**src/hw/lsc_pkg.sv**
```systemverilog
package lsc_pkg;

  // Register offsets
  localparam logic [11:0] LSC_LINK_OFS = 12'h0d0;
  localparam logic [11:0] LSC_SLOT_OFS = 12'h0d4;

  // Link status field positions
  localparam int LSC_SPEED_LSB = 16;
  localparam int LSC_WIDTH_LSB = 20;
  localparam int LSC_TERR_BIT = 26;
  localparam int LSC_TRN_BIT = 27;
  localparam int LSC_SCLK_BIT = 28;
  localparam int LSC_DLA_BIT = 29;
  localparam int LSC_BWM_BIT = 30;
  localparam int LSC_BWA_BIT = 31;
  localparam int LSC_W1C_LANE = 3;

  // Field widths
  localparam int LSC_SPEED_W = 4;
  localparam int LSC_WIDTH_W = 6;
  localparam int LSC_CAP_W = 7;

  // Codes and reset values
  localparam logic [3:0] LSC_SPEED_2G5 = 4'h1;
  localparam logic [3:0] LSC_SPEED_5G0 = 4'h2;
  localparam logic [3:0] LSC_SPEED_RST = LSC_SPEED_5G0;
  localparam logic [5:0] LSC_WIDTH_RST = 6'h01;
  localparam logic [5:0] LSC_WIDTH_NONE = 6'h00;
  localparam logic LSC_TERR_RST = 1'b0;
  localparam logic LSC_TRN_RST = 1'b1;
  localparam logic LSC_SCLK_RST = 1'b1;
  localparam logic LSC_DLA_RST = 1'b0;
  localparam logic LSC_BW_RST = 1'b0;
  // Slot caps: button, power ctl, latch sensor, attn ind, power ind, surprise, hot-plug
  localparam logic [6:0] LSC_CAP_RST = 7'h5f;
  localparam logic [31:0] LSC_ZERO_WORD = 32'h0000_0000;

  // Register select
  typedef enum logic [1:0] {
    LSC_SEL_NONE,
    LSC_SEL_LINK,
    LSC_SEL_SLOT
  } lsc_sel_type;

  // Link layer status from the port core
  typedef struct packed {
    logic [3:0] speed;
    logic [5:0] width;
    logic train_fail;
    logic train_ok;
    logic train_busy;
    logic dl_active;
    logic bw_mgmt_evt;
    logic bw_auto_evt;
  } lsc_link_evt_type;

  function automatic lsc_sel_type lsc_decode(input logic [11:0] addr);
    lsc_decode = (addr == LSC_LINK_OFS) ? LSC_SEL_LINK :
                 (addr == LSC_SLOT_OFS) ? LSC_SEL_SLOT : LSC_SEL_NONE;
  endfunction

endpackage

```
**src/hw/lsc_pin_sync.sv**
```systemverilog
`timescale 1ns/10ps
module lsc_pin_sync #(
  parameter logic RST_VAL = 1'b0
) (
  // Clock and reset
  input wire logic sys_clk,
  input wire logic rst_b,
  // Pin and clean level
  input wire logic pin,
  output logic level
);

  logic s1_r, s2_r, s3_r, lvl_r;
  logic lvl_nxt;

  always_comb begin
    lvl_nxt = lvl_r;
    if (s2_r == s3_r) begin
      lvl_nxt = s3_r;
    end
  end

  always_ff @(posedge sys_clk or negedge rst_b) begin
    if (!rst_b) begin
      s1_r <= RST_VAL;
      s2_r <= RST_VAL;
      s3_r <= RST_VAL;
      lvl_r <= RST_VAL;
    end else begin
      s1_r <= pin;
      s2_r <= s1_r;
      s3_r <= s2_r;
      lvl_r <= lvl_nxt;
    end
  end

  assign level = lvl_r;

endmodule

```
**src/hw/lsc_flag.sv**
```systemverilog
`timescale 1ns/10ps
module lsc_flag #(
  parameter logic RST_VAL = 1'b0
) (
  // Clock and reset
  input wire logic sys_clk,
  input wire logic rst_b,
  // Set wins over clear
  input wire logic set,
  input wire logic clr,
  output logic q
);

  logic q_r, q_nxt;

  always_comb begin
    q_nxt = q_r;
    if (set) begin
      q_nxt = 1'b1;
    end else if (clr) begin
      q_nxt = 1'b0;
    end
  end

  always_ff @(posedge sys_clk or negedge rst_b) begin
    if (!rst_b) begin
      q_r <= RST_VAL;
    end else begin
      q_r <= q_nxt;
    end
  end

  assign q = q_r;

endmodule

```
**src/hw/lsc_port_status.sv**
```systemverilog
// Summary of operation
// - Link speed field reports negotiated rate, codes 1 or 2, resets to 2.
// - Six-bit negotiated width field, resets to one lane.
// - Training error flag sets when link training fails; resets zero.
// - Training error clears by hardware on successful training to L0.
// - Link training flag set while training runs; reads one after reset.
// - Link training flag clears once training completes.
// - Slot clock bit: one shares connector reference, zero independent; resets one.
// - Link active bit is one only in DL_Active, resets zero.
// - Slot capability register exists only on downstream ports.
// - Attention button present bit, resets one.
// - Power controller present bit, resets one.
// - Retention latch sensor present bit, resets one.
// - Attention indicator present bit, resets one.
// - Power indicator present bit, resets one.
// - Surprise removal bit, resets zero.
// - Hot-plug capable bit.
// - Preload may override slot clock and slot capability defaults.
//
`timescale 1ns/10ps
module lsc_port_status (
  // Clock and reset
  input wire logic sys_clk,
  input wire logic rst_b,
  // Port role strap pin
  input wire logic downstream_pin,
  // Link layer status
  input wire lsc_pkg::lsc_link_evt_type link_evt,
  // Default preload
  input wire logic preload_wr,
  input wire logic [11:0] preload_addr,
  input wire logic [31:0] preload_data,
  // Configuration access
  input wire logic cfg_rd,
  input wire logic cfg_wr,
  input wire logic [11:0] cfg_addr,
  input wire logic [3:0] cfg_be,
  input wire logic [31:0] cfg_wdata,
  output logic [31:0] cfg_rdata,
  output logic cfg_rd_valid
);
  import lsc_pkg::*;

  ////////////////////////////////////////////////////////////////////////////
  // Declarations

  logic downstream;
  logic terr, bwm, bwa;
  logic bwm_clr, bwa_clr;
  logic [3:0] speed_r, speed_nxt;
  logic [5:0] width_r, width_nxt;
  logic trn_r, trn_nxt;
  logic dla_r, dla_nxt;
  logic sclk_r, sclk_nxt;
  logic [6:0] cap_r, cap_nxt;
  logic [31:0] rdata_r, rdata_nxt;
  logic rvalid_r, rvalid_nxt;
  logic [31:0] link_word;
  lsc_sel_type cfg_sel, pre_sel;
  logic speed_legal;

  ////////////////////////////////////////////////////////////////////////////
  // Strap and sticky flags

  lsc_pin_sync #(.RST_VAL(1'b0)) u_role_sync (
    .sys_clk(sys_clk),
    .rst_b(rst_b),
    .pin(downstream_pin),
    .level(downstream)
  );

  lsc_flag #(.RST_VAL(LSC_TERR_RST)) u_terr (
    .sys_clk(sys_clk),
    .rst_b(rst_b),
    .set(link_evt.train_fail),
    .clr(link_evt.train_ok),
    .q(terr)
  );

  lsc_flag #(.RST_VAL(LSC_BW_RST)) u_bwm (
    .sys_clk(sys_clk),
    .rst_b(rst_b),
    .set(link_evt.bw_mgmt_evt),
    .clr(bwm_clr),
    .q(bwm)
  );

  lsc_flag #(.RST_VAL(LSC_BW_RST)) u_bwa (
    .sys_clk(sys_clk),
    .rst_b(rst_b),
    .set(link_evt.bw_auto_evt),
    .clr(bwa_clr),
    .q(bwa)
  );

  ////////////////////////////////////////////////////////////////////////////
  // Decode

  assign cfg_sel = lsc_decode(cfg_addr);
  assign pre_sel = lsc_decode(preload_addr);
  assign speed_legal = (link_evt.speed == LSC_SPEED_2G5) || (link_evt.speed == LSC_SPEED_5G0);

  // Write one clears, byte lane must be enabled
  assign bwm_clr = cfg_wr && (cfg_sel == LSC_SEL_LINK) && cfg_be[LSC_W1C_LANE]
                   && cfg_wdata[LSC_BWM_BIT];
  assign bwa_clr = cfg_wr && (cfg_sel == LSC_SEL_LINK) && cfg_be[LSC_W1C_LANE]
                   && cfg_wdata[LSC_BWA_BIT];

  ////////////////////////////////////////////////////////////////////////////
  // Link status and capability fields

  always_comb begin
    speed_nxt = speed_r;
    width_nxt = width_r;
    sclk_nxt = sclk_r;
    cap_nxt = cap_r;
    if (link_evt.train_ok && speed_legal) begin
      speed_nxt = link_evt.speed;
    end
    if (link_evt.train_ok && (link_evt.width != LSC_WIDTH_NONE)) begin
      width_nxt = link_evt.width;
    end
    trn_nxt = link_evt.train_busy;
    dla_nxt = link_evt.dl_active;
    if (preload_wr && (pre_sel == LSC_SEL_LINK)) begin
      sclk_nxt = preload_data[LSC_SCLK_BIT];
    end
    if (preload_wr && (pre_sel == LSC_SEL_SLOT)) begin
      cap_nxt = preload_data[LSC_CAP_W-1:0];
    end
  end

  always_ff @(posedge sys_clk or negedge rst_b) begin
    if (!rst_b) begin
      speed_r <= LSC_SPEED_RST;
      width_r <= LSC_WIDTH_RST;
      trn_r <= LSC_TRN_RST;
      dla_r <= LSC_DLA_RST;
      sclk_r <= LSC_SCLK_RST;
      cap_r <= LSC_CAP_RST;
    end else begin
      speed_r <= speed_nxt;
      width_r <= width_nxt;
      trn_r <= trn_nxt;
      dla_r <= dla_nxt;
      sclk_r <= sclk_nxt;
      cap_r <= cap_nxt;
    end
  end

  ////////////////////////////////////////////////////////////////////////////
  // Read path

  assign link_word = {bwa, bwm, dla_r, sclk_r, trn_r, terr, width_r, speed_r, 16'h0000};

  always_comb begin
    rdata_nxt = rdata_r;
    rvalid_nxt = cfg_rd;
    if (cfg_rd) begin
      case (cfg_sel)
        LSC_SEL_LINK: begin
          rdata_nxt = link_word;
        end
        LSC_SEL_SLOT: begin
          rdata_nxt = downstream ? {25'h0, cap_r} : LSC_ZERO_WORD;
        end
        default: begin
          rdata_nxt = LSC_ZERO_WORD;
        end
      endcase
    end
  end

  always_ff @(posedge sys_clk or negedge rst_b) begin
    if (!rst_b) begin
      rdata_r <= LSC_ZERO_WORD;
      rvalid_r <= 1'b0;
    end else begin
      rdata_r <= rdata_nxt;
      rvalid_r <= rvalid_nxt;
    end
  end

  assign cfg_rdata = rdata_r;
  assign cfg_rd_valid = rvalid_r;
endmodule

```
**config.mk**
```make
export PLATFORM = sky130hd
export DESIGN_NAME = lsc_port_status
export DESIGN_NICKNAME = d
export VERILOG_FILES = /design/src/hw/lsc_pkg.sv /design/src/hw/lsc_pin_sync.sv /design/src/hw/lsc_flag.sv /design/src/hw/lsc_port_status.sv
export SDC_FILE = /design/constraint.sdc
export NUM_CORES = 1
export LEC_CHECK = 0
export ABC_AREA = 1
export BUFFER_PORTS_ARGS = -buffer_cell sky130_fd_sc_hd__buf_4
export CAP_MARGIN = 30
export CORE_AREA = 4 4 86 88
export DETAILED_ROUTE_END_ITERATION = 6
export DIE_AREA = 0 0 90 92
export PLACE_DENSITY = 0.7
export SETUP_SLACK_MARGIN = 0.05
export SLEW_MARGIN = 0
export SYNTH_ARGS = -nofsm -noshare
export SYNTH_HDL_FRONTEND = slang
export SYNTH_SLANG_ARGS = --single-unit
```
**constraint.sdc**
```tcl
create_clock -name sys_clk -period 1.6 [get_ports sys_clk]
set_input_delay 0.08 -clock sys_clk [delete_from_list [all_inputs] [get_ports sys_clk]]
set_output_delay 0.08 -clock sys_clk [all_outputs]
set_load 0.02 [all_outputs]
```
# Word level (Yosys, flattened, before mapping)

Cells that the tools add are included.

Muxes and demuxes: 12
Equal/unequal tests: 11
Reduce and logical (&&, ||, !) cells: 13

Operator list:

| kind                                                                   | count |
|---|---|
| 32-bit case mux with 2 select lines                                    | 1 |
| 12-bit by 8-bit equality test with 1-bit output, second input constant | 4 |
| 1-bit logical AND                                                      | 8 |
| 2-bit two-way mux                                                      | 4 |
| 7-bit two-way mux                                                      | 1 |
| 1-bit two-way mux                                                      | 6 |
| 2-bit nonzero test                                                     | 3 |
| 6-bit nonzero test                                                     | 1 |
| 2-bit by 1-bit equality test with 1-bit output, second input constant  | 2 |
| 2-bit equality test, second input constant                             | 2 |
| 4-bit by 1-bit equality test with 1-bit output, second input constant  | 1 |
| 4-bit by 2-bit equality test with 1-bit output, second input constant  | 1 |
| 1-bit equality test                                                    | 1 |
| 1-bit logical OR                                                       | 1 |

Bits in registers: 60
Input bits: 114
Output and inout port bits: 33
Logic and storage cells: 51

# Logic depth before layout (Yosys ltp)

Word-level depth: 9
Mapped depth: 7
Gate-level depth less buffers: 7

# Hierarchy

From an unflattened synthesis, not the netlist that was laid out.

Cells, all modules: 269
Area, all modules: 2,404.8 um^2

Modules (own cells, without submodules):

| module          | area each (um^2) | sequential area each (um^2) | instances | cells each |
|---|---|---|---|---|
| lsc_port_status | 2,168.3          | 1,113.6                     | 1         | 246 |
| lsc_flag        | 40.0             | 25.0                        | 3         | 5 |
| lsc_pin_sync    | 116.4            | 100.1                       | 1         | 8 |

# Least setup slack after synthesis

OpenSTA, ideal clock, no wires.

Path type: flip-flop to flip-flop
Start: register u_role_sync.lvl_r, in the netlist u_role_sync.level
End: register rdata_r[3], in the netlist cfg_rdata[3]
Setup time: 0.077 ns
Stages on the path, launching flop included: 5
Arrival time: 0.834 ns
Clock period less this slack: 0.910 ns
Buffers on the path: 0
Setup slack: 0.690 ns
Data required time: 1.523 ns
Cells stage by stage: dfrtp_1 > nand3_1 > nor3_2 > nand3_1 > o21ai_1

Cells in the longest elaborated chain, start to end: 2

RTL lines:

| element                             | RTL line               | source |
|---|---|---|
| from (decl)                         | lsc_pin_sync.sv:13     | `logic s1_r, s2_r, s3_r, lvl_r;` |
| from (signal assigned)              | lsc_pin_sync.sv:33     | `lvl_r <= lvl_nxt;` |
| 7-bit two-way mux                   | lsc_port_status.sv:165 | `rdata_nxt = downstream ? {25'h0, cap_r} : LSC_ZERO_WORD;` |
| 32-bit case mux with 2 select lines | lsc_port_status.sv:160 | `case (cfg_sel)` |
| to (signal assigned)                | lsc_port_status.sv:179 | `rdata_r <= rdata_nxt;` |
| to (decl)                           | lsc_port_status.sv:56  | `logic [31:0] rdata_r, rdata_nxt;` |

Every way passes these cells.
A chain may end at the register's enable or synchronous reset.

# Final worst setup path

Start: register u_role_sync.lvl_r, in the netlist u_role_sync.level
End: register rdata_r[5], in the netlist cfg_rdata[5]

The elaborated chain is that of the path after synthesis.

==> impl_results.md <==
* Final setup skew at 9.62 ps
* Clock latency on the worst-skew pair at 290 ps
* Port bufs at 80
* Sink Count at 51
* GR Util met2 at 0.226
* Met1 Track Usage GR at 0.147
* Synth warn at 0
* CP Launch Type: flip-flop
* CP top delay family: simple AND/OR/NAND/NOR gates
* Seq cells post-synth at 51
* GR Util met3 at 0.0369
* Arrival time worst endpoint at 1400 ps
* Fmax at 852 MHz
* Pre-CTS WS at 376 ps
* Post-Synth Simple-Gate Area at 0.203
* Total Die Area at 8280 µm²
* Peak VDD IR at 0.380 mV
* Ys flop type: dfrtp_1
* Final setup viols at 0
* FP Rows at 30
* Resized cells post-CTS at 0
* Routed WL at 4.94 mm
* # fillers at 637
* Cells after Synth at 242
* Most frequent cell after synthesis: nand2_1
* Ranking of synthesized cells by area: dfrtp_1, dfstp_2, nand2_1
* Largest family of logic cells by synthesized area: simple AND/OR/NAND/NOR gates
* Pre-Repair DR Iteration Count at 6
* Die X at 90 µm
* Pin count of the biggest net entering global routing at 52
* Register area share after synthesis at 0.567
* Crit path kind: flip-flop to flip-flop
* Top cell type by total area after synthesis: dfrtp_1
* Area of placed instances at 2920 µm²
* Via count at 1819
* Share of layout cells above drive strength 1 at 0.366
* TritonCTS Buffers at 5
* Cells along the critical path: nand3_1 -> nor3_2 -> nand3_1 -> o21ai_1
* Vias in the first global route at 1900
* Ant diodes at 0
* Relative slew slack at 0.577
* CTS tree: yes
* Iter 0 DRT Violations at 64
* Static Leak at 1.60 nW
* Share of the synthesized area in the top cell type at 0.451
* Die height at 92 µm
* Synth Area in XOR/XNOR at 0
* Outcome: finished clean
* CP dominant cell by count: nand3_1
* Total power at 2.55 mW
* Worst-path fanout max at 7
* Top Ports at 147
* Core ar. at 6640 µm²
* Final core occ at 0.473
* Drt drc at 0
* Post-Place Cells at 397
* Clock tree buffer depth at 2
* Setup crit end kind: flip-flop
* Worst hold path type: primary input to flip-flop
* Initial Util at 0.342
* Total gr overflow at 0
* H-tree Lvls at 2
* FF-to-FF setup slack at 430 ps
* Nets@finish at 449
* WP buf/inv at 0
* Worst Max-Slew Pin Slew at 635 ps
* Clk root buf: clkbuf_8
* MaxCap Viol Count at 0
* Routed len/inst at 11.9 µm
* Post-DP HPWL at 3.61 mm
* First-pass GRT wire length at 8.60 mm
* Avg Vias per Cell at 4.37
* Compound-gate portion of the synthesized area at 0.106
* Routability Congestion at 0.756
* Post-synth cell types at 26
* Area of the multi-input gates at 744 µm²
* RSZ-0062 raised after global routing: false
* Hold slack at 18.0 ps
* Worst setup slack after layout at 426 ps
* Post-Route Setup TNS at 0 ps
* Most Crowded Layer GR: met2
* Slowest library cell on the worst path: nor3_2
* Fin crit period at 1170 ps
* Post-synth EDFFs at 0
* Final Non-Filler Cells at 416
* Design area at 3150 µm²
* Post-Synth Adder-Cell Area at 0.00440
* Final period utilization at 0.733
* Avg Inst Size Synth at 9.39 µm²
* Worst path max stage delay at 390 ps
* Layout area overhead at 38.4%
* Commonest cells post-synth: nand2_1, dfrtp_1, inv_1
* Post-synthesis mux area share at 0
* Register area at 1290 µm²
* Fraction of registers with async set/reset at 1.00
* PwrDens at 811 nW/µm²
* Final hold vios at 0
* Synth Cell Area at 2270 µm²
* Initial antenna violation count at 0
* Reg clk slew, reported paths at 90 ps
* Final number of max-transition violations at 0
* Worst Path Required at 1820 ps
* Total GRT Usage at 0.125
* Post-DRT Antenna Nets at 0
[power breakdown]
part / switching, mW / internal, mW
clock network: 0.403 / 0.506
logic: 0.139 / 0.144
registers: 0.0207 / 1.34
[worst register-to-register path, stage by stage (launching register included)]
cell and delay (ps):
dfrtp_1 360, nand3_1 90, nor3_2 390, nand3_1 150, o21ai_1 110
[state kept, by name, summed over array words and instances, names as in the netlist, 4 cells and up]
| signal | count |
|---|---|
| speed_r | 4 |
| width_r | 6 |
| cfg_rdata | 23 |
| cap_r | 7 |
[cell families (layout without fill, tap and decap cells)]
kind of cell / count (synthesis) / count (layout)
adder cells (fa/ha/maj): 1 / 1
AO/OA/AOI/OAI: 31 / 31
flip-flops: 51 / 51
AND/OR/NAND/NOR: 98 / 98
other: 1 / 9
buffers and inverters: 60 / 146
[layout make-up]
class,count,area share
Inverter,45,0.0537
Multi-Input combinational cell,139,0.237
Timing Repair Buffer,93,0.231
Clock inverter,2,0.0111
Clock buffer,6,0.0263
Sequential cell,51,0.410
Tap cell,80,0.0318
[what timing repair did]
action	in CTS	in global routing
hold endpoints to repair	50	1
hold buffers	10	1
buffers inserted	0	0
[worst paths after layout]
path,to,from,depth (start not counted)
max in group asynchronous,cfg_rdata[24],rst_b,2
worst min register to register,u_role_sync.s2_r,u_role_sync.s1_r,0
worst max-delay path,cfg_rdata[5],u_role_sync.level,4
worst max register to register,cfg_rdata[5],u_role_sync.level,4
worst min-delay path,cap_r[2],preload_data[2],3
min in group asynchronous,cfg_rdata[6],rst_b,2
[cell usage in the layout, fill, tap and decap left out]
master,instances
o22ai_2,10
clkinv_2,1
a21o_1,1
buf_4,82
dfrtp_1,41
nor2_8,1
nor3_2,1
maj3_1,1
nand2_1,54
bufinv_16,1
inv_2,5
nor3_1,1
conb_1,9
dlygate4sd3_1,11
o21ai_1,14
nand2_2,3
nand2_4,1
inv_1,40
o22ai_1,6
nor2_1,12
clkbuf_8,6
nand3b_1,3
dfstp_2,10
nor2_4,2
nand3_1,18
nand4_1,2
[routing by layer]
layer,wire [µm],part of all wire
met5,0,0
met1,2140,0.43
met2,2500,0.51
met3,278,0.056
met4,17,0.0034
No activity file was read; power rests on OpenSTA's default activity.
